===== config.mk =====
export PLATFORM = sky130hd
export DESIGN_NAME = tpsf_sequencer
export DESIGN_NICKNAME = d
export VERILOG_FILES = /design/src/inc/tpsf_pkg.sv /design/src/logic/tpsf_sequencer.sv
export SDC_FILE = /design/constraint.sdc
export NUM_CORES = 1
export LEC_CHECK = 0
export BUFFER_PORTS_ARGS = -buffer_cell sky130_fd_sc_hd__buf_2
export CAP_MARGIN = 20
export CORE_MARGIN = 10
export CORE_UTILIZATION = 50
export CTS_CLUSTER_DIAMETER = 120
export CTS_CLUSTER_SIZE = 14
export DETAILED_ROUTE_END_ITERATION = 6
export PLACE_DENSITY = 0.69
export SYNTH_ARGS = -nofsm -noshare
export SYNTH_HDL_FRONTEND = slang
export SYNTH_SLANG_ARGS = --single-unit
export TNS_END_PERCENT = 5

===== constraint.sdc =====
create_clock -name clock -period 3.4 [get_ports clock]
set_clock_uncertainty 0.05 [all_clocks]
set_input_delay 0.17 -clock clock [delete_from_list [all_inputs] [get_ports clock]]
set_output_delay 0.17 -clock clock [all_outputs]
set_load 0.005 [all_outputs]

===== src/inc/tpsf_pkg.sv =====
// power-state sequencer constants: states, timing figures and derived cycle counts
// assumes a single 40 MHz clock drives all sequencer logic
`default_nettype none

package tpsf_pkg;

  // ****************************************************************
  // clock
  // ****************************************************************
  localparam int CLK_PERIOD_NS = 25;

  // ****************************************************************
  // sequence budgets
  // ****************************************************************
  localparam int FIRST_POWERUP_NS = 1_250_000;
  localparam int WAKEUP_NS        = 1_060_000;
  localparam int GO2SLP_NS        = 400_000;
  localparam int FIRST_POWERUP_CYC = FIRST_POWERUP_NS / CLK_PERIOD_NS;
  localparam int WAKEUP_CYC        = WAKEUP_NS / CLK_PERIOD_NS;
  localparam int GO2SLP_CYC        = GO2SLP_NS / CLK_PERIOD_NS;

  // ****************************************************************
  // wake detection and pin timing
  // ****************************************************************
  localparam int WAKE_PULSES      = 8;
  localparam int WAKE_WIN_MIN_US  = 150;
  localparam int WAKE_WIN_MAX_US  = 630;
  // shortest window keeps detection inside the allowed span
  localparam int WAKE_WIN_CYC     = (WAKE_WIN_MIN_US * 1000) / CLK_PERIOD_NS;
  localparam int DEGLITCH_NS      = 2000;
  localparam int DEGLITCH_CYC     = DEGLITCH_NS / CLK_PERIOD_NS;
  localparam int PULLDOWN_MS      = 800;
  localparam int PULLDOWN_CYC     = (PULLDOWN_MS * 1_000_000) / CLK_PERIOD_NS;
  localparam int STBY_DIV_DEFAULT = 40;

  // ****************************************************************
  // configuration
  // ****************************************************************
  localparam int          RATE_W       = 4;
  localparam logic [3:0]  RATE_SLOWEST = 4'h0;

  typedef enum logic [2:0] {
    TPSF_RESET,
    TPSF_STANDBY,
    TPSF_REG_EN,
    TPSF_TRIM,
    TPSF_NORMAL,
    TPSF_REG_DIS
  } tpsf_state_t;

endpackage : tpsf_pkg

`default_nettype wire


===== src/logic/tpsf_sequencer.sv =====
// transceiver power-state sequencer: reset, stand-by, regulators up, trim/latch,
// normal, regulators down, with pin and link wake-up and pin pull-down signalling
// assumes all inputs synchronous to clock; main_por and standby_por high = in reset;
// the stand-by oscillator is modelled as an enable pulse every STBY_DIV clocks
//
// Behaviour
// - first power-up walks reset, stand-by, regulators up, trim, normal within 1.25 ms
// - wake-up walks stand-by, regulators up, normal; link ready within 1.06 ms
// - go-to-sleep walks normal, regulators down, stand-by within 400 us
// - while stand-by supply reset is asserted, hold reset state, do nothing
// - leave reset for stand-by only once stand-by reset releases
// - stand-by without first boot done goes straight to regulators up
// - stand-by with first boot done waits for a wake-up source
// - pin release, filtered by one stand-by tick, is a wake-up source
// - eight link pulses within the timeout window are a wake-up source
// - regulators up enables supplies, ignores pins and link, never aborts
// - main reset release leaves regulators up: trim if first boot, else normal
// - trim loads OTP and latches master, phase, polarity and clock rate
// - clock-rate comparators self-tested first; failure stores slowest rate zero
// - latched configuration kept until stand-by reset, cleared only by it
// - trim ignores activity; on completion sets first boot done, enters normal
// - after link wake-up, normal drives pin low for the pull-down interval
// - interval end releases pin and unmasks it; host must hold it low
// - after pin wake-up, normal watches the deglitched pin at once
// - in normal the pin is sampled through a clocked deglitch filter
// - deglitched high pin in normal triggers go-to-sleep
// - regulators down drops enables; main reset assertion moves to stand-by
// - regulators down ignores all pins and cannot be aborted
// - deglitch is an up counter cleared while pin reads low
// - pull-down interval is 800 ms from main reset release
`default_nettype none

module tpsf_sequencer
  import tpsf_pkg::*;
#(
  parameter int STBY_DIV     = STBY_DIV_DEFAULT,
  parameter int WAKE_WIN     = WAKE_WIN_CYC,
  parameter int PULLDOWN_LEN = PULLDOWN_CYC
) (
  input  wire logic              clock,
  input  wire logic              arst_n,
  input  wire logic              standby_por,
  input  wire logic              main_por,
  input  wire logic              sleep_request_pin_in,
  input  wire logic              link_pulse,
  input  wire logic              master_select_in,
  input  wire logic              cpha_in,
  input  wire logic              cpol_in,
  input  wire logic [RATE_W-1:0] sck_rate_code,
  input  wire logic              otp_done,
  input  wire logic              rate_bist_done,
  input  wire logic              rate_bist_pass,
  output tpsf_state_t            power_state,
  output logic                   main_reg_en,
  output logic                   main_osc_en,
  output logic                   otp_load_req,
  output logic                   rate_bist_req,
  output logic                   master_select,
  output logic                   cpha,
  output logic                   cpol,
  output logic [RATE_W-1:0]      sck_rate_select,
  output logic                   first_boot_done,
  output logic                   link_ready,
  output logic                   sleep_request_pin_out,
  output logic                   sleep_request_pin_oe
);

  localparam int DIV_W = $clog2(STBY_DIV + 1);
  localparam int WIN_W = $clog2(WAKE_WIN + 1);
  localparam int PD_W  = $clog2(PULLDOWN_LEN + 1);
  localparam int DG_W  = $clog2(DEGLITCH_CYC + 1);
  localparam int PC_W  = $clog2(WAKE_PULSES + 1);

  // ****************************************************************
  // reset release
  // ****************************************************************
  logic rst_meta;
  logic rst_n;

  always_ff @(posedge clock or negedge arst_n) begin
    if (!arst_n) begin
      rst_meta <= 1'b0;
      rst_n    <= 1'b0;
    end else begin
      rst_meta <= 1'b1;
      rst_n    <= rst_meta;
    end
  end

  // ****************************************************************
  // stand-by oscillator tick
  // ****************************************************************
  logic [DIV_W-1:0] div_cnt;
  logic             stby_tick;

  always_ff @(posedge clock or negedge rst_n) begin
    if (!rst_n) begin
      div_cnt   <= '0;
      stby_tick <= 1'b0;
    end else if (div_cnt == DIV_W'(STBY_DIV - 1)) begin
      div_cnt   <= '0;
      stby_tick <= 1'b1;
    end else begin
      div_cnt   <= div_cnt + 1'b1;
      stby_tick <= 1'b0;
    end
  end

  // ****************************************************************
  // stand-by wake sources
  // ****************************************************************
  logic [2:0]       pin_hist;
  logic             pin_wake;
  logic             link_wake;
  logic [PC_W-1:0]  pulse_cnt;
  logic [WIN_W-1:0] win_cnt;
  logic             in_standby;

  assign in_standby = (power_state == TPSF_STANDBY);

  // pin release: low tick then two high ticks
  // pin wake latched on stand-by ticks only; link pulses counted on every clock
  always_ff @(posedge clock or negedge rst_n) begin
    if (!rst_n) begin
      pin_hist <= 3'h7;
      pin_wake <= 1'b0;
    end else if (!in_standby) begin
      pin_hist <= 3'h7;
      pin_wake <= 1'b0;
    end else if (stby_tick) begin
      pin_hist <= {pin_hist[1:0], sleep_request_pin_in};
      if (pin_hist[1:0] == 2'h1 && sleep_request_pin_in)
        pin_wake <= 1'b1;
    end
  end

  // pulse count inside window opened by first pulse
  always_ff @(posedge clock or negedge rst_n) begin
    if (!rst_n) begin
      pulse_cnt <= '0;
      win_cnt   <= '0;
      link_wake <= 1'b0;
    end else if (!in_standby) begin
      pulse_cnt <= '0;
      win_cnt   <= '0;
      link_wake <= 1'b0;
    end else if (pulse_cnt != '0 && win_cnt == WIN_W'(WAKE_WIN - 1) && !link_wake) begin
      pulse_cnt <= '0;
      win_cnt   <= '0;
    end else begin
      if (pulse_cnt != '0)
        win_cnt <= win_cnt + 1'b1;
      if (link_pulse && !link_wake) begin
        pulse_cnt <= pulse_cnt + 1'b1;
        if (pulse_cnt == PC_W'(WAKE_PULSES - 1))
          link_wake <= 1'b1;
      end
    end
  end

  // ****************************************************************
  // state machine
  // ****************************************************************
  logic sleep_trig;
  logic wake_by_link;

  // stand-by supply reset forces and releases the reset state
  always_ff @(posedge clock or negedge rst_n) begin
    if (!rst_n) begin
      power_state <= TPSF_RESET;
    end else if (standby_por) begin
      power_state <= TPSF_RESET;
    end else begin
      case (power_state)
        TPSF_RESET:   power_state <= TPSF_STANDBY;
        // boot at once, otherwise wait for a wake source
        TPSF_STANDBY: if (!first_boot_done || pin_wake || link_wake)
                        power_state <= TPSF_REG_EN;
        // only main reset release leaves this state
        TPSF_REG_EN:  if (!main_por)
                        power_state <= first_boot_done ? TPSF_NORMAL : TPSF_TRIM;
        // trim ends on its own completion only
        TPSF_TRIM:    if (otp_done && rate_bist_done)
                        power_state <= TPSF_NORMAL;
        TPSF_NORMAL:  if (sleep_trig)
                        power_state <= TPSF_REG_DIS;
        TPSF_REG_DIS: if (main_por)
                        power_state <= TPSF_STANDBY;
        default:      power_state <= TPSF_RESET;
      endcase
    end
  end

  always_ff @(posedge clock or negedge rst_n) begin
    if (!rst_n) begin
      wake_by_link <= 1'b0;
    end else if (in_standby && first_boot_done && !standby_por) begin
      wake_by_link <= link_wake && !pin_wake;
    end
  end

  // ****************************************************************
  // supply enables and trim requests
  // ****************************************************************
  // enables up from regulators up to normal, down otherwise
  always_ff @(posedge clock or negedge rst_n) begin
    if (!rst_n) begin
      main_reg_en   <= 1'b0;
      main_osc_en   <= 1'b0;
      otp_load_req  <= 1'b0;
      rate_bist_req <= 1'b0;
      link_ready    <= 1'b0;
    end else begin
      main_reg_en   <= power_state inside {TPSF_REG_EN, TPSF_TRIM, TPSF_NORMAL};
      main_osc_en   <= power_state inside {TPSF_REG_EN, TPSF_TRIM, TPSF_NORMAL};
      otp_load_req  <= power_state == TPSF_TRIM && !standby_por;
      rate_bist_req <= power_state == TPSF_TRIM && !standby_por;
      link_ready    <= power_state == TPSF_NORMAL && !standby_por;
    end
  end

  // ****************************************************************
  // stand-by configuration registers
  // ****************************************************************
  // only stand-by reset clears these
  // latch at trim completion, slowest rate on self-test failure
  always_ff @(posedge clock or negedge rst_n) begin
    if (!rst_n) begin
      master_select   <= 1'b0;
      cpha            <= 1'b0;
      cpol            <= 1'b0;
      sck_rate_select <= RATE_SLOWEST;
      first_boot_done <= 1'b0;
    end else if (standby_por) begin
      master_select   <= 1'b0;
      cpha            <= 1'b0;
      cpol            <= 1'b0;
      sck_rate_select <= RATE_SLOWEST;
      first_boot_done <= 1'b0;
    end else if (power_state == TPSF_TRIM && otp_done && rate_bist_done) begin
      master_select   <= master_select_in;
      cpha            <= cpha_in;
      cpol            <= cpol_in;
      sck_rate_select <= rate_bist_pass ? sck_rate_code : RATE_SLOWEST;
      first_boot_done <= 1'b1;
    end
  end

  // ****************************************************************
  // pin pull-down and deglitch (main logic)
  // ****************************************************************
  logic [PD_W-1:0] pd_cnt;
  logic [DG_W-1:0] dg_cnt;

  // pull-down from main reset release after a link wake-up
  // released at interval end, which also unmasks the filter
  always_ff @(posedge clock or negedge rst_n) begin
    if (!rst_n) begin
      pd_cnt               <= '0;
      sleep_request_pin_oe <= 1'b0;
    end else if (main_por || standby_por) begin
      pd_cnt               <= '0;
      sleep_request_pin_oe <= 1'b0;
    end else if (power_state == TPSF_REG_EN && wake_by_link && first_boot_done) begin
      pd_cnt               <= '0;
      sleep_request_pin_oe <= 1'b1;
    end else if (sleep_request_pin_oe) begin
      pd_cnt <= pd_cnt + 1'b1;
      if (pd_cnt == PD_W'(PULLDOWN_LEN - 1))
        sleep_request_pin_oe <= 1'b0;
    end
  end

  always_ff @(posedge clock or negedge rst_n) begin
    if (!rst_n)
      sleep_request_pin_out <= 1'b0;
    else
      sleep_request_pin_out <= 1'b0;
  end

  // up/reset counter, live as soon as normal is reached
  // masked while driving the pin, since our own pull-down would read low anyway
  assign sleep_trig = (power_state == TPSF_NORMAL) && !sleep_request_pin_oe &&
                      sleep_request_pin_in && (dg_cnt == DG_W'(DEGLITCH_CYC - 1));

  always_ff @(posedge clock or negedge rst_n) begin
    if (!rst_n)
      dg_cnt <= '0;
    else if (power_state != TPSF_NORMAL || sleep_request_pin_oe || !sleep_request_pin_in)
      dg_cnt <= '0;
    else if (dg_cnt != DG_W'(DEGLITCH_CYC - 1))
      dg_cnt <= dg_cnt + 1'b1;
  end
endmodule : tpsf_sequencer

`default_nettype wire


==> summary.txt <==
GRT
  • Gr usage total: 0.130
  • Vias in the first global route: ~2700
  • Antenna violations before repair: 0
  • Global-route wire length before repair: around 12000 µm
  • GRT overflow: 0
  • Largest net degree at the start of global routing: between 40 and 50

Clock tree
  • Post-cts gate resize count: 0
  • Clock-pin slew on the worst setup and hold paths: 0.08 ns
  • Max clock buf depth: 2
  • Clk root buf: clkbuf_8
  • CTS sink cnt: 78
  • Number of post-CTS setup repair buffers: 0
  • CTS H-Tree Depth: 3
  • CTS tree: built
  • Inserted Clock Buffers: 9
  • Clk_lat worst skew: 0.34 ns

Logic synthesis
  • Simple-gate share of the synthesized area: 0.243
  • XOR/XNOR share of the synthesized area: 0.101
  • Synth warn: 0
  • Syn Nets: 389
  • Avg Cell Area, Syn: 10.1 µm²
  • Async SR Flop Fraction: 1.00
  • Synth Area in Compound Gates: 0.0723
  • Seq cells post-synth: 78
  • Ys flop type: dfrtp_1
  • Post-synthesis mux area share: 0.00807
  • Post-Synth Adder-Cell Area: 0.0202
  • Sequential element share of the synthesized area: 0.525
  • Post-synth EDFFs: 0
  • Largest family of logic cells by synthesized area: simple AND/OR/NAND/NOR gates
  • Synthesized area: 3720 µm²
  • Post-synthesis instance total: 367
  • Synth cell types: 48

Worst setup path
  • Critical Path Sink Type: flop
  • Critical path class: reg -> reg
  • Reg2reg end: power_state[0]
  • WP data arrival: 2.42 ns
  • Worst Path Required: 3.60 ns
  • Worst-path fanout max: 14
  • Setup crit start kind: flop
  • FF-to-FF path depth: 5
  • Critical R2R Launch: power_state[2]
  • Reg2reg setup slack: approximately 1.2 ns

Floorplanning
  • Core area: 7250 µm²
  • Io pins: 34
  • Die area: 11300 µm²
  • DIE HEIGHT: 106 µm
  • Initial Util: 0.513
  • # rows: 31
  • DIE WIDTH: 106 µm

STA
  • Unrepaired setup endpoints after global routing: no
  • Fin crit share: 0.653
  • Slew headroom: 0.441
  • F_max: 0.450 GHz
  • Final setup viols: 0
  • Hold Slack: 0.0102 ns
  • Post-route minimum period: 2.22 ns
  • Slew @ Worst Pin: 0.836 ns
  • Final hold vios: 0
  • Total Neg Setup Slack: 0 ns
  • Final slew viol count: 0

Placed design
  • HPWL Detailed: 5020 µm
  • Placed cell area: around 4000 µm²
  • Placed Cells: 483
  • Port bufs: 32
  • Gpl congestion: 0.784

Finish
  • Area Growth Syn to Fin: 11.7%
  • Layout Cells excl Fill: 502
  • Filler cell count: 652
  • Layout cells sized above 1: 0.151
  • N_diodes: 0
  • Layout Nets: 420
  • Fin area: just over 4000 µm²

Routing
  • DRT Pass-1 Iters: 4
  • Routed vias: 2649
  • Via density per instance: 5.28
  • DRC: 0
  • Final WL: 6980 µm
  • Initial drt markers: 85
  • Routed wire per std cell: 13.9 µm
  • Routed Antenna Nets: 0

Status
  • Run status: finished clean

Power and ir drop
  • Logic pwr share: 0.140
  • Design Power: 1.92 mW
  • Pwr Density: 462 nW/µm²
  • Sw Share: 0.286
  • Reg power frac: 0.533
  • Net switching power figure: 550 µW
  • Clock share of power: 0.328
  • VDD IR-drop max: 0.237 mV
  • Internal power: about 1.4 mW
  • Pleak: 1.87 nW

Min path
  • Worst Hold Path EP: cpha
  • Hold path cells: 2
  • HP Class: in -> reg
  • Min-delay src: cpha_in

Flow run
  • Max-cap violations: 0
## per-layer routing
metal / global-route usage / part of all wire / up-vias
li1: - / - / 1326
met1: 0.152 / 0.44 / 1284
met2: 0.220 / 0.51 / 29
met3: 0.0429 / 0.040 / 10
met4: 0.0426 / 0.012 / 0
met5: 0 / 0 / -
## cell families (layout without fill, tap and decap cells)
kind of cell,after synthesis,in the layout
compound gates,37,37
xor+xnor,43,43
fa+ha+maj,6,6
buf+inv,23,59
flops,78,78
mux,3,3
other cells,2,2
simple gates,175,175
## synthesized netlist by cell type, types with 2 or more instances
cell	number	share of area
dfrtp_1	76	0.51
nor2_1	64	0.065
nand2_1	32	0.032
xor2_1	28	0.066
nand3_1	15	0.020
nand4_1	15	0.025
xnor2_1	15	0.035
clkbuf_1	11	0.011
and3_1	10	0.017
a21oi_1	8	0.011
nor3_1	7	0.0094
ha_1	6	0.020
inv_1	6	0.0061
o21ai_0	6	0.0081
a32o_1	4	0.011
buf_4	4	0.0081
a22o_1	3	0.0071
and4_1	3	0.0071
mux2i_1	3	0.0081
nand2b_1	3	0.0050
nand3b_1	3	0.0061
nor4_1	3	0.0050
nor4_2	3	0.010
nor4bb_1	3	0.0081
o21ai_1	3	0.0040
or3b_1	3	0.0071
a21o_1	2	0.0040
a41oi_1	2	0.0047
buf_2	2	0.0027
conb_1	2	0.0020
dfstp_2	2	0.014
nor2b_1	2	0.0034
nor3b_1	2	0.0040
o2bb2ai_1	2	0.0047
## worst max-delay path by stage
stage / start / to / slack (ns) / cells after the start
after global placement: pulse_cnt[0] / win_cnt[5] / 1.29 / 7
after floorplan: rst_n / cpha / 1.02 / 0
after global routing: pulse_cnt[0] / win_cnt[5] / 0.98 / 7
after detailed placement: power_state[2] / power_state[0] / 1.19 / 5
final: power_state[2] / power_state[0] / 1.18 / 5
after CTS: pulse_cnt[0] / win_cnt[5] / 1.18 / 7
## power by group through the flow
stage / logic (mW) / registers, mW / clock network [mW]
2_1_floorplan: 0.212 / 1.02 / 0
3_3_place_gp: 0.264 / 1.03 / 0
3_5_place_dp: 0.272 / 1.04 / 0
4_1_cts: 0.276 / 1.02 / 0.653
5_1_grt: 0.304 / 1.03 / 0.684
6_report: 0.268 / 1.02 / 0.629
## worst max-delay path, stage by stage, from the launching register on
cell,delay (ns)
dfrtp_1,0.57
or3b_4,0.44
or3b_1,0.53
o21ai_4,0.23
nand3_2,0.09
o31ai_2,0.21
## layout by cell type (no fill, tap or decap), types with 7 or more instances in the layout
cell type / instances
dfrtp_1: 75
nor2_1: 64
nand2_1: 32
buf_2: 32
xor2_1: 28
nand3_1: 15
xnor2_1: 15
nand4_1: 15
clkbuf_8: 11
and3_1: 10
a21oi_1: 8
nor3_1: 7
## timing repair
item | CTS | global route
hold buffers | 3 | 0
endpoints found under the hold margin | 4 | 0
endpoints found under the setup margin | 0 | 0
## stage by stage
stage	utilization	worst slack (ns)
floorplan	-	1.02
global placement	0.543	1.29
detailed placement	0.543	1.19
CTS	0.573	1.18
global route	0.573	0.978
finish	0.573	1.18
## registers in the layout, indices dropped and copies added, names as in the netlist, 2 cells and up
register / flops
pd_cnt: 25
win_cnt: 13
dg_cnt: 7
div_cnt: 6
pulse_cnt: 4
sck_rate_select: 4
power_state: 3
pin_hist: 2
## cell type report
class	instances	area, µm²	share of cell area
Tap cell	99	124	0.0298
Clock buffer	11	151	0.0364
Timing Repair Buffer	37	205	0.0494
Inverter	6	22.5	0.00542
Sequential cell	78	1960	0.471
Multi-Input combinational cell	266	1660	0.400
Clock inverter	5	33.8	0.00813
Power figures use the tool's default switching activity.
